### src/pmi_regs.svh
// Purpose: register offsets, field positions and timing counts of the pulse block
// Assumes: 100 MHz pclk, byte addresses on an 8-bit APB address
// Notes:   definitions only
`ifndef PMI_REGS_SVH
`define PMI_REGS_SVH
// ----------------------------------------
// timing
// ----------------------------------------
`define PMI_CLK_PERIOD_NS  10
`define PMI_US_NS          1000
`define PMI_TENTH_US_NS    100
`define PMI_MS_NS          1000000
`define PMI_US_CYC         (`PMI_US_NS / `PMI_CLK_PERIOD_NS)
`define PMI_TENTH_CYC      (`PMI_TENTH_US_NS / `PMI_CLK_PERIOD_NS)
`define PMI_MS_CYC         (`PMI_MS_NS / `PMI_CLK_PERIOD_NS)
`define PMI_HZ_US          24'hF4240
`define PMI_HZ_TENTH       24'h989680
`define PMI_DIV_STEPS      5'h18
// ----------------------------------------
// register offsets
// ----------------------------------------
`define PMI_OFF_MODE       8'h00
`define PMI_OFF_PM_EN      8'h04
`define PMI_OFF_QC_DEF     8'h08
`define PMI_OFF_INT_DEF    8'h0C
`define PMI_OFF_PTI        8'h10
`define PMI_OFF_SVC        8'h14
`define PMI_OFF_WIDTH0     8'h18
`define PMI_OFF_PERIOD0    8'h28
`define PMI_OFF_FREQ0      8'h38
`define PMI_OFF_IN_IMG     8'h48
`define PMI_OFF_OUT_IMG    8'h4C
`define PMI_REG_STRIDE     8'h04
// ----------------------------------------
// fields and reset values
// ----------------------------------------
`define PMI_MODE_TENTH     0
`define PMI_INT_EDGE_LSB   4
`define PMI_SVC_BUSY       8
`define PMI_SPECIAL_LSB    2
`define PMI_RST_WORD       32'h0000_0000
`endif

### src/pmi_pkg.sv
// Purpose: types shared by the pulse measurement and interrupt block
// Assumes: pmi_regs.svh holds every number
// Notes:   state of each module but pmi_sync is one packed struct
package pmi_pkg;
    typedef enum logic [2:0] {
        PMI_ID_IN0 = 3'h0,
        PMI_ID_IN1 = 3'h1,
        PMI_ID_IN2 = 3'h2,
        PMI_ID_IN3 = 3'h3,
        PMI_ID_PTI = 3'h4
    } pmi_svc_id_type;
    typedef enum logic [0:0] {
        PMI_SVC_IDLE = 1'b0,
        PMI_SVC_BUSY = 1'b1
    } pmi_svc_st_type;
    typedef struct packed {
        logic [31:0] hcnt;
        logic [31:0] pcnt;
        logic [31:0] width;
        logic [31:0] period;
        logic [31:0] freq;
        logic        seen;
        logic        busy;
        logic [4:0]  step;
        logic [23:0] quot;
        logic [32:0] rem;
    } pmi_meas_st_type;
endpackage : pmi_pkg

### src/pmi_edge_if.sv
// Purpose: carries synchronised levels and edge pulses of the inputs
// Assumes: one pclk domain
// Notes:   src drives, dst reads
interface pmi_edge_if #(parameter int W = 8);
    logic [W-1:0] lvl;
    logic [W-1:0] rise;
    logic [W-1:0] fall;
    modport src (output lvl, output rise, output fall);
    modport dst (input lvl, input rise, input fall);
endinterface : pmi_edge_if

### src/pmi_top.sv
// Purpose: pulse measurement, input interrupts and periodic timer over APB
// Assumes: 100 MHz pclk; scan engine on the same clock
// Notes:   registers answer with no wait state
//
// The placing of the registers and the APB slave port are this design's own decisions.
`include "pmi_regs.svh"
module pmi_top #(
    parameter int MS_CYCLES = `PMI_MS_CYC,
    parameter int PTI_W     = 16
) (
    // clock and reset
    input  wire logic        pclk,
    input  wire logic        presetn,
    // apb slave
    input  wire logic        psel,
    input  wire logic        penable,
    input  wire logic        pwrite,
    input  wire logic [7:0]  paddr,
    input  wire logic [31:0] pwdata,
    output logic      [31:0] prdata,
    output logic             pready,
    output logic             pslverr,
    // digital pins
    input  wire logic [7:0]  din,
    output logic      [7:0]  dout,
    // scan engine
    input  wire logic        scan_refresh,
    input  wire logic        svc_done,
    output logic             svc_start,
    output logic             svc_active,
    output logic      [2:0]  svc_id,
    // special function state
    output logic      [1:0]  qc_enable,
    output logic      [3:0]  meas_active
);
    // ----------------------------------------
    // parameter checks
    // ----------------------------------------
    localparam int PRE_W = 17;

    if (MS_CYCLES < 1 || MS_CYCLES >= (1 << PRE_W))
    begin : g_bad_ms
        $error("MS_CYCLES out of range");
    end
    if (PTI_W < 1 || PTI_W > 32)
    begin : g_bad_pti
        $error("PTI_W out of range");
    end

    // ----------------------------------------
    // state
    // ----------------------------------------
    typedef struct packed {
        logic                    pready;
        logic                    pslverr;
        logic [31:0]             prdata;
        logic                    tenth;
        logic [3:0]              pm_en;
        logic [1:0]              qc_en;
        logic [3:0]              int_en;
        logic [3:0]              int_rise;
        logic [3:0]              meas_on;
        logic [PTI_W-1:0]        pti_ms;
        logic [PTI_W-1:0]        pti_cnt;
        logic [PRE_W-1:0]        pti_pre;
        logic [4:0]              pend;
        pmi_pkg::pmi_svc_st_type svc_st;
        pmi_pkg::pmi_svc_id_type svc_id;
        logic                    svc_start;
        logic [6:0]              tick_pre;
        logic                    tick;
        logic [7:0]              in_img;
        logic [7:0]              out_img;
        logic [7:0]              dout;
    } pmi_top_st_type;

    pmi_top_st_type st_ff, nxt_st;

    logic [31:0] width_w  [4];
    logic [31:0] period_w [4];
    logic [31:0] freq_w   [4];
    logic [3:0]  rise_ch, fall_ch, ev;
    logic [3:0]  qc_map;
    logic        mapped, wr_acc, pti_ev;
    logic [31:0] rd_mux;

    // ----------------------------------------
    // input synchroniser and channels
    // ----------------------------------------
    pmi_edge_if #(.W(8)) edge_bus ();

    pmi_sync #(.W(8)) u_sync (
        .pclk    (pclk),
        .presetn (presetn),
        .pin     (din),
        .edge_o  (edge_bus)
    );

    for (genvar c = 0; c < 4; c++)
    begin : g_ch
        pmi_meas #(.CH(`PMI_SPECIAL_LSB + c)) u_meas (
            .pclk    (pclk),
            .presetn (presetn),
            .enable  (st_ff.meas_on[c]),
            .tick    (st_ff.tick),
            .tenth   (st_ff.tenth),
            .edge_i  (edge_bus),
            .width   (width_w[c]),
            .period  (period_w[c]),
            .freq    (freq_w[c])
        );
    end

    // ----------------------------------------
    // edge events and decode
    // ----------------------------------------
    assign rise_ch = edge_bus.rise[`PMI_SPECIAL_LSB +: 4];
    assign fall_ch = edge_bus.fall[`PMI_SPECIAL_LSB +: 4];
    assign ev      = st_ff.int_en & ((rise_ch & st_ff.int_rise) | (fall_ch & ~st_ff.int_rise));
    // pair counter maps onto both inputs
    assign qc_map  = {st_ff.qc_en[1], st_ff.qc_en[1], st_ff.qc_en[0], st_ff.qc_en[0]};
    assign wr_acc  = psel & penable & pwrite & st_ff.pready & mapped;
    assign pti_ev  = (st_ff.pti_ms != '0) && (st_ff.pti_pre == PRE_W'(MS_CYCLES - 1))
                     && (st_ff.pti_cnt == st_ff.pti_ms - PTI_W'(1));

    // ----------------------------------------
    // register read decode
    // ----------------------------------------
    always_comb
    begin
        mapped = 1'b1;
        rd_mux = `PMI_RST_WORD;
        unique case (paddr)
            `PMI_OFF_MODE:    rd_mux[`PMI_MODE_TENTH] = st_ff.tenth;
            `PMI_OFF_PM_EN:   rd_mux[3:0] = st_ff.pm_en;
            `PMI_OFF_QC_DEF:  rd_mux[1:0] = st_ff.qc_en;
            `PMI_OFF_INT_DEF: rd_mux[7:0] = {st_ff.int_rise, st_ff.int_en};
            `PMI_OFF_PTI:     rd_mux[PTI_W-1:0] = st_ff.pti_ms;
            `PMI_OFF_SVC:
            begin
                rd_mux[4:0]           = st_ff.pend;
                rd_mux[`PMI_SVC_BUSY] = (st_ff.svc_st == pmi_pkg::PMI_SVC_BUSY);
            end
            `PMI_OFF_IN_IMG:  rd_mux[7:0] = st_ff.in_img;
            `PMI_OFF_OUT_IMG: rd_mux[7:0] = st_ff.out_img;
            default:          mapped = 1'b0;
        endcase
        // result words, three per channel: width, period, frequency
        for (int n = 0; n < 4; n++)
        begin
            if (paddr == `PMI_OFF_WIDTH0 + 8'(n) * `PMI_REG_STRIDE)
            begin
                rd_mux = width_w[n];
                mapped = 1'b1;
            end
            if (paddr == `PMI_OFF_PERIOD0 + 8'(n) * `PMI_REG_STRIDE)
            begin
                rd_mux = period_w[n];
                mapped = 1'b1;
            end
            if (paddr == `PMI_OFF_FREQ0 + 8'(n) * `PMI_REG_STRIDE)
            begin
                rd_mux = freq_w[n];
                mapped = 1'b1;
            end
        end
    end

    // ----------------------------------------
    // next state
    // ----------------------------------------
    always_comb
    begin
        nxt_st           = st_ff;
        nxt_st.svc_start = 1'b0;

        // apb: answer latched in setup, ready in access
        if (psel && !penable)
        begin
            nxt_st.pready  = 1'b1;
            nxt_st.pslverr = ~mapped;
            nxt_st.prdata  = mapped ? rd_mux : `PMI_RST_WORD;
        end
        else
        begin
            nxt_st.pready  = 1'b0;
            nxt_st.pslverr = 1'b0;
        end

        // register writes at the access edge
        if (wr_acc)
        begin
            unique case (paddr)
                `PMI_OFF_MODE:
                begin
                    nxt_st.tenth = pwdata[`PMI_MODE_TENTH];
                end
                `PMI_OFF_PM_EN:
                begin
                    nxt_st.pm_en = pwdata[3:0];
                    if (|pwdata[1:0]) nxt_st.qc_en[0] = 1'b0;
                    if (|pwdata[3:2]) nxt_st.qc_en[1] = 1'b0;
                    // new measurement use ends interrupt use
                    nxt_st.int_en = st_ff.int_en & ~pwdata[3:0];
                end
                `PMI_OFF_QC_DEF:
                begin
                    // counter only from its own define
                    nxt_st.qc_en = pwdata[1:0];
                    if (pwdata[0]) nxt_st.int_en[1:0] = 2'b00;
                    if (pwdata[1]) nxt_st.int_en[3:2] = 2'b00;
                end
                `PMI_OFF_INT_DEF:
                begin
                    nxt_st.int_en   = pwdata[3:0];
                    nxt_st.int_rise = pwdata[`PMI_INT_EDGE_LSB +: 4];
                    // interrupt use ends counter and measurement
                    nxt_st.pm_en    = st_ff.pm_en & ~pwdata[3:0];
                    if (|pwdata[1:0]) nxt_st.qc_en[0] = 1'b0;
                    if (|pwdata[3:2]) nxt_st.qc_en[1] = 1'b0;
                end
                `PMI_OFF_PTI:
                begin
                    nxt_st.pti_ms  = pwdata[PTI_W-1:0];
                    nxt_st.pti_cnt = '0;
                    nxt_st.pti_pre = '0;
                end
                `PMI_OFF_OUT_IMG:
                begin
                    nxt_st.out_img = pwdata[7:0];
                end
                default:
                begin
                    nxt_st.out_img = st_ff.out_img;
                end
            endcase
        end

        nxt_st.meas_on = (st_ff.pm_en | qc_map) & ~st_ff.int_en;

        // count unit tick, one microsecond or tenth
        nxt_st.tick = 1'b0;
        if (st_ff.tick_pre == 7'((st_ff.tenth ? `PMI_TENTH_CYC : `PMI_US_CYC) - 1))
        begin
            nxt_st.tick_pre = '0;
            nxt_st.tick     = 1'b1;
        end
        else
        begin
            nxt_st.tick_pre = st_ff.tick_pre + 7'h01;
        end

        if (st_ff.pti_ms != '0 && !(wr_acc && paddr == `PMI_OFF_PTI))
        begin
            if (st_ff.pti_pre == PRE_W'(MS_CYCLES - 1))
            begin
                nxt_st.pti_pre = '0;
                if (pti_ev) nxt_st.pti_cnt = '0;
                else        nxt_st.pti_cnt = st_ff.pti_cnt + PTI_W'(1);
            end
            else
            begin
                nxt_st.pti_pre = st_ff.pti_pre + PRE_W'(1);
            end
        end

        // output image reaches pins at refresh
        if (scan_refresh)
        begin
            nxt_st.in_img = edge_bus.lvl;
            nxt_st.dout   = st_ff.out_img;
        end

        // service arbitration: timer first, then lowest input
        unique case (st_ff.svc_st)
            pmi_pkg::PMI_SVC_IDLE:
            begin
                if (st_ff.pend[4])
                begin
                    nxt_st.pend[4]   = 1'b0;
                    nxt_st.svc_id    = pmi_pkg::PMI_ID_PTI;
                    nxt_st.svc_st    = pmi_pkg::PMI_SVC_BUSY;
                    nxt_st.svc_start = 1'b1;
                end
                // pending input edge starts routine when no timer event is pending
                else if (|st_ff.pend[3:0])
                begin
                    for (int k = 3; k >= 0; k--)
                    begin
                        if (st_ff.pend[k])
                        begin
                            nxt_st.svc_id = pmi_pkg::pmi_svc_id_type'(3'(k));
                        end
                    end
                    nxt_st.pend[nxt_st.svc_id[1:0]] = 1'b0;
                    nxt_st.svc_st    = pmi_pkg::PMI_SVC_BUSY;
                    nxt_st.svc_start = 1'b1;
                end
            end
            pmi_pkg::PMI_SVC_BUSY:
            begin
                if (svc_done) nxt_st.svc_st = pmi_pkg::PMI_SVC_IDLE;
            end
        endcase

        // new events set pending; set wins over clear
        nxt_st.pend = nxt_st.pend | {pti_ev, ev};
    end

    // ----------------------------------------
    // state register
    // ----------------------------------------
    always_ff @(posedge pclk or negedge presetn)
    begin
        if (!presetn)
        begin
            st_ff        <= '0;
            st_ff.svc_st <= pmi_pkg::PMI_SVC_IDLE;
            st_ff.svc_id <= pmi_pkg::PMI_ID_IN0;
        end
        else
        begin
            st_ff <= nxt_st;
        end
    end

    // ----------------------------------------
    // outputs, all from flops
    // ----------------------------------------
    assign prdata      = st_ff.prdata;
    assign pready      = st_ff.pready;
    assign pslverr     = st_ff.pslverr;
    assign dout        = st_ff.dout;
    assign svc_start   = st_ff.svc_start;
    assign svc_active  = (st_ff.svc_st == pmi_pkg::PMI_SVC_BUSY);
    assign svc_id      = st_ff.svc_id;
    assign qc_enable   = st_ff.qc_en;
    assign meas_active = st_ff.meas_on;
    // one count unit resolution covers 10 kHz
endmodule // pmi_top

### src/pmi_sync.sv
// Purpose: three-stage synchroniser with edge pulses for the input pins
// Assumes: pins asynchronous to pclk
// Notes:   a change counts once stages two and three agree
module pmi_sync #(
    parameter int W = 8
) (
    // clock and reset
    input  wire logic         pclk,
    input  wire logic         presetn,
    // pins
    input  wire logic [W-1:0] pin,
    // synchronised side
    pmi_edge_if.src           edge_o
);
    logic [W-1:0] s1_ff, s2_ff, s3_ff, lvl_ff, rise_ff, fall_ff;
    logic [W-1:0] agree;

    // stages agree and differ from held level
    assign agree = ~(s2_ff ^ s3_ff) & (s3_ff ^ lvl_ff);

    // shift chain and edge pulses
    always_ff @(posedge pclk or negedge presetn)
    begin
        if (!presetn)
        begin
            s1_ff   <= '0;
            s2_ff   <= '0;
            s3_ff   <= '0;
            lvl_ff  <= '0;
            rise_ff <= '0;
            fall_ff <= '0;
        end
        else
        begin
            s1_ff   <= pin;
            s2_ff   <= s1_ff;
            s3_ff   <= s2_ff;
            lvl_ff  <= lvl_ff ^ agree;
            rise_ff <= agree & s3_ff;
            fall_ff <= agree & ~s3_ff;
        end
    end

    assign edge_o.lvl  = lvl_ff;
    assign edge_o.rise = rise_ff;
    assign edge_o.fall = fall_ff;
endmodule // pmi_sync

### src/pmi_meas.sv
// Purpose: one pulse measurement channel: high width, period, frequency
// Assumes: tick is one pulse per count unit
// Notes:   frequency from a serial restoring divider
`include "pmi_regs.svh"
module pmi_meas #(
    parameter int CH = 0
) (
    // clock and reset
    input  wire logic        pclk,
    input  wire logic        presetn,
    // control
    input  wire logic        enable,
    input  wire logic        tick,
    input  wire logic        tenth,
    pmi_edge_if.dst          edge_i,
    // results
    output logic [31:0]      width,
    output logic [31:0]      period,
    output logic [31:0]      freq
);
    pmi_pkg::pmi_meas_st_type st_ff, nxt_st;
    logic [32:0] trial;

    // counting, capture and division
    always_comb
    begin
        nxt_st = st_ff;
        trial  = '0;
        if (!enable)
        begin
            nxt_st = '0;
        end
        else
        begin
            if (tick)
            begin
                if (~&st_ff.pcnt) nxt_st.pcnt = st_ff.pcnt + 32'h1;
                if (edge_i.lvl[CH] && ~&st_ff.hcnt) nxt_st.hcnt = st_ff.hcnt + 32'h1;
            end
            if (edge_i.rise[CH])
            begin
                if (st_ff.seen)
                begin
                    nxt_st.period = st_ff.pcnt;
                    nxt_st.busy   = 1'b1;
                    nxt_st.step   = `PMI_DIV_STEPS;
                    nxt_st.rem    = '0;
                    nxt_st.quot   = tenth ? `PMI_HZ_TENTH : `PMI_HZ_US;
                end
                nxt_st.pcnt = '0;
                nxt_st.hcnt = '0;
                nxt_st.seen = 1'b1;
            end
            else if (edge_i.fall[CH] && st_ff.seen)
            begin
                nxt_st.width = st_ff.hcnt;
            end
            // one quotient bit per cycle
            if (st_ff.busy && !edge_i.rise[CH])
            begin
                trial       = {st_ff.rem[31:0], st_ff.quot[23]};
                nxt_st.quot = {st_ff.quot[22:0], 1'b0};
                if (st_ff.period != '0 && trial >= {1'b0, st_ff.period})
                begin
                    trial          = trial - {1'b0, st_ff.period};
                    nxt_st.quot[0] = 1'b1;
                end
                nxt_st.rem  = trial;
                nxt_st.step = st_ff.step - 5'h1;
                if (st_ff.step == 5'h1)
                begin
                    nxt_st.busy = 1'b0;
                    nxt_st.freq = {8'h00, nxt_st.quot};
                end
            end
        end
    end

    // state register
    always_ff @(posedge pclk or negedge presetn)
    begin
        if (!presetn) st_ff <= '0;
        else          st_ff <= nxt_st;
    end

    assign width  = st_ff.width;
    assign period = st_ff.period;
    assign freq   = st_ff.freq;
endmodule // pmi_meas

### config.mk
export PLATFORM = sky130hd
export DESIGN_NAME = pmi_top
export DESIGN_NICKNAME = d
export VERILOG_FILES = /design/src/pmi_pkg.sv /design/src/pmi_edge_if.sv /design/src/pmi_top.sv /design/src/pmi_sync.sv /design/src/pmi_meas.sv
export VERILOG_INCLUDE_DIRS = /design/src /design/src/src
export SDC_FILE = /design/constraint.sdc
export NUM_CORES = 2
export LEC_CHECK = 0
export BUFFER_PORTS_ARGS = -buffer_cell sky130_fd_sc_hd__buf_2
export CORE_UTILIZATION = 55
export CTS_BUF_LIST = sky130_fd_sc_hd__clkbuf_16
export CTS_CLUSTER_SIZE = 20
export DETAILED_ROUTE_END_ITERATION = 16
export MAX_ROUTING_LAYER = met4
export PLACE_DENSITY = 0.79
export SKIP_CTS_REPAIR_TIMING = 1
export SKIP_LAST_GASP = 1
export SYNTH_ARGS = -nofsm -noshare
export SYNTH_HDL_FRONTEND = slang
export SYNTH_HIERARCHICAL = 1
export SYNTH_SLANG_ARGS = --single-unit
### constraint.sdc
create_clock -name pclk -period 5.3 [get_ports pclk]
set_clock_uncertainty 0.15 [all_clocks]
set_input_delay 1.06 -clock pclk [delete_from_list [all_inputs] [get_ports pclk]]
set_output_delay 1.06 -clock pclk [all_outputs]
set_load 0.02 [all_outputs]
==> metrics.csv <==
metric,value,unit
run_status,finished clean,
powerDensity,265,mW/mm²
cts_root_buffer,clkbuf_16,
syn_area,0.0605,mm²
start_kind,register,
hpwl,129000,µm
postLayoutCoreUtil,57.8,%
dr.pass1.iters,9,
maxSlewViolCount,0,
worst-r2r-setup-slack,1.19,ns
setup_violations,0,
clk_pin_slew_worst_paths,0.06,ns
finalNetCount,6349,
cts_max_path_buffers,3,
drv_cap,0,
drc,0,
die_area,0.111,mm²
crit_type,reg2reg,
initial_utilization,55.5,%
clock_latency,0.73,ns
finalCritPeriodShare,77.6,%
antenna_found_initial,9,
hold_viol_final,0,
top_layer,met4,
coreArea,0.109,mm²
cts_tree,done,
tns,0,ns
num_rows,121,
overflow,0,
required,5.73,ns
yosysWarnings,6,
die_x,334,µm
viasPerCell,6.39,
r2r_cells,11,
min_period,4.11,ns
crit_fanout,27,
avgSynthCellArea,9.18,µm²
ant_nets,0,
reg2reg_from,g_ch[1].u_meas/period[4],
wl_met2,77100,µm
totalWireLength,181000,µm
slew_headroom,17.5,%
die_y,334,µm
end_kind,register,
area_growth,4.03,%
gp_congestion,1.03,
r2r_end,g_ch[1].u_meas/st_ff[2],
cts.sinks,1044,
met3_length,18300,µm
synthCells,6592,
grt_max_degree,115,
peakVddDrop,285,µV
ioPinCount,108,
cts_buffers,110,
p_leak,26.2,nW
grt_usage,33.2,%
wl_per_cell,23.6,µm
portBuffers,91,
hp-class,in2async,
grt_pass1_wl,279000,µm
m1WireLength,77300,µm
worst-slew-pin-transition,1.24,ns
grt_pass1_vias,46280,
drt_iter0_drc,5362,
rsz0062_at_grt,false,
drive_gt1_share,8.64,%
fmax,0.243,GHz
vias,48916,
cts.htree.levels,3,
cp_data_arrival_time,4.54,ns
## routing by layer
layer	GRT usage, %	vias to the layer above
li1	-	21954
met1	46.8	24348
met2	46.8	2234
met3	6.48	380
met4	13.4	0
met5	-	-
## worst max path at each step
| stage | from | end | slack (ns) |
|---|---|---|---|
| 2_1_floorplan | paddr[4] | st_ff[81] | 1.79 |
| 3_3_place_gp | paddr[4] | st_ff[52] | 1.20 |
| 3_5_place_dp | paddr[4] | st_ff[52] | 1.16 |
| 4_1_cts | g_ch[1].u_meas/period[1] | g_ch[1].u_meas/st_ff[2] | 1.24 |
| 5_1_grt | g_ch[1].u_meas/period[1] | g_ch[1].u_meas/st_ff[5] | 0.91 |
| 6_report | g_ch[1].u_meas/period[4] | g_ch[1].u_meas/st_ff[2] | 1.19 |
## sequential cells by signal, indices dropped and copies added, names as in the netlist, named ones only
name / flops
dout: 8
g_ch.u_meas/freq: 96
g_ch.u_meas/period: 128
g_ch.u_meas/st_ff: 508
g_ch.u_meas/width: 128
meas_active: 4
prdata: 32
pready: 1
pslverr: 1
qc_enable: 2
st_ff: 91
svc_active: 1
svc_id: 3
svc_start: 1
u_sync/edge_o.fall: 4
u_sync/edge_o.rise: 4
u_sync/s1_ff: 8
u_sync/s2_ff: 8
u_sync/s3_ff: 8
## area by class of cell
cell class	instances	area (µm²)
Multi-Input combinational cell	4579	29100
Clock buffer	112	2800
Clock inverter	93	1030
Inverter	218	818
Sequential cell	1044	26100
Timing Repair Buffer	189	1310
Antenna cell	7	17.5
Fill cell	9233	46000
Tap cell	1414	1770
## critical path: stages (launching register included)
cell and delay, ns:
dfrtp_1 0.54, inv_1 0.10, ha_1 0.35, a21o_1 0.20, a211oi_1 0.36, a2111o_1 0.27, nand3_2 0.12, o221ai_2 0.27
a211o_1 0.94, buf_4 0.36, mux2i_1 0.20, o21ai_0 0.08
## report_power, final
part,switching [mW],internal (mW)
sequential,0.0582,8.02
clock,3.42,4.78
combinational,0.311,0.0990
total,3.79,12.9
## cells in the final DEF, fill, tap and decap left out, types with 30 or more instances in the layout
| cell | instances |
|---|---|
| dfrtp_1 | 1040 |
| nand2_1 | 927 |
| nor2_1 | 473 |
| o21ai_0 | 321 |
| a21oi_1 | 249 |
| a21boi_0 | 249 |
| inv_1 | 237 |
| xor2_1 | 189 |
| nand3_1 | 163 |
| xnor2_1 | 155 |
| a22o_1 | 155 |
| ha_1 | 148 |
| clkbuf_16 | 112 |
| nand4_1 | 108 |
| mux2i_1 | 99 |
| buf_2 | 90 |
| buf_4 | 89 |
| nor3_1 | 86 |
| a22oi_1 | 85 |
| nor2b_1 | 81 |
| and3_1 | 66 |
| a31oi_1 | 59 |
| o21ai_1 | 57 |
| a21o_1 | 55 |
| nor4_1 | 53 |
| mux2_2 | 51 |
| or3_1 | 45 |
| o211ai_1 | 43 |
| and4_1 | 40 |
| and2_1 | 37 |
| conb_1 | 32 |
| a211oi_1 | 30 |
| o221ai_1 | 30 |
## stage by stage
step	total power, mW	hold slack (ns)	std cells	cell area (µm²)	setup WS [ns]
after floorplan	8.36	0.181	6620	60600	1.79
after global placement	8.63	0.183	7444	59100	1.20
after detailed placement	8.63	0.186	7444	59100	1.16
after CTS	16.8	0.200	7649	62900	1.24
after global routing	17.1	0.203	7656	63000	0.906
final	16.7	0.198	7656	63000	1.19
Note: power is estimated with default switching activity, not from simulation.
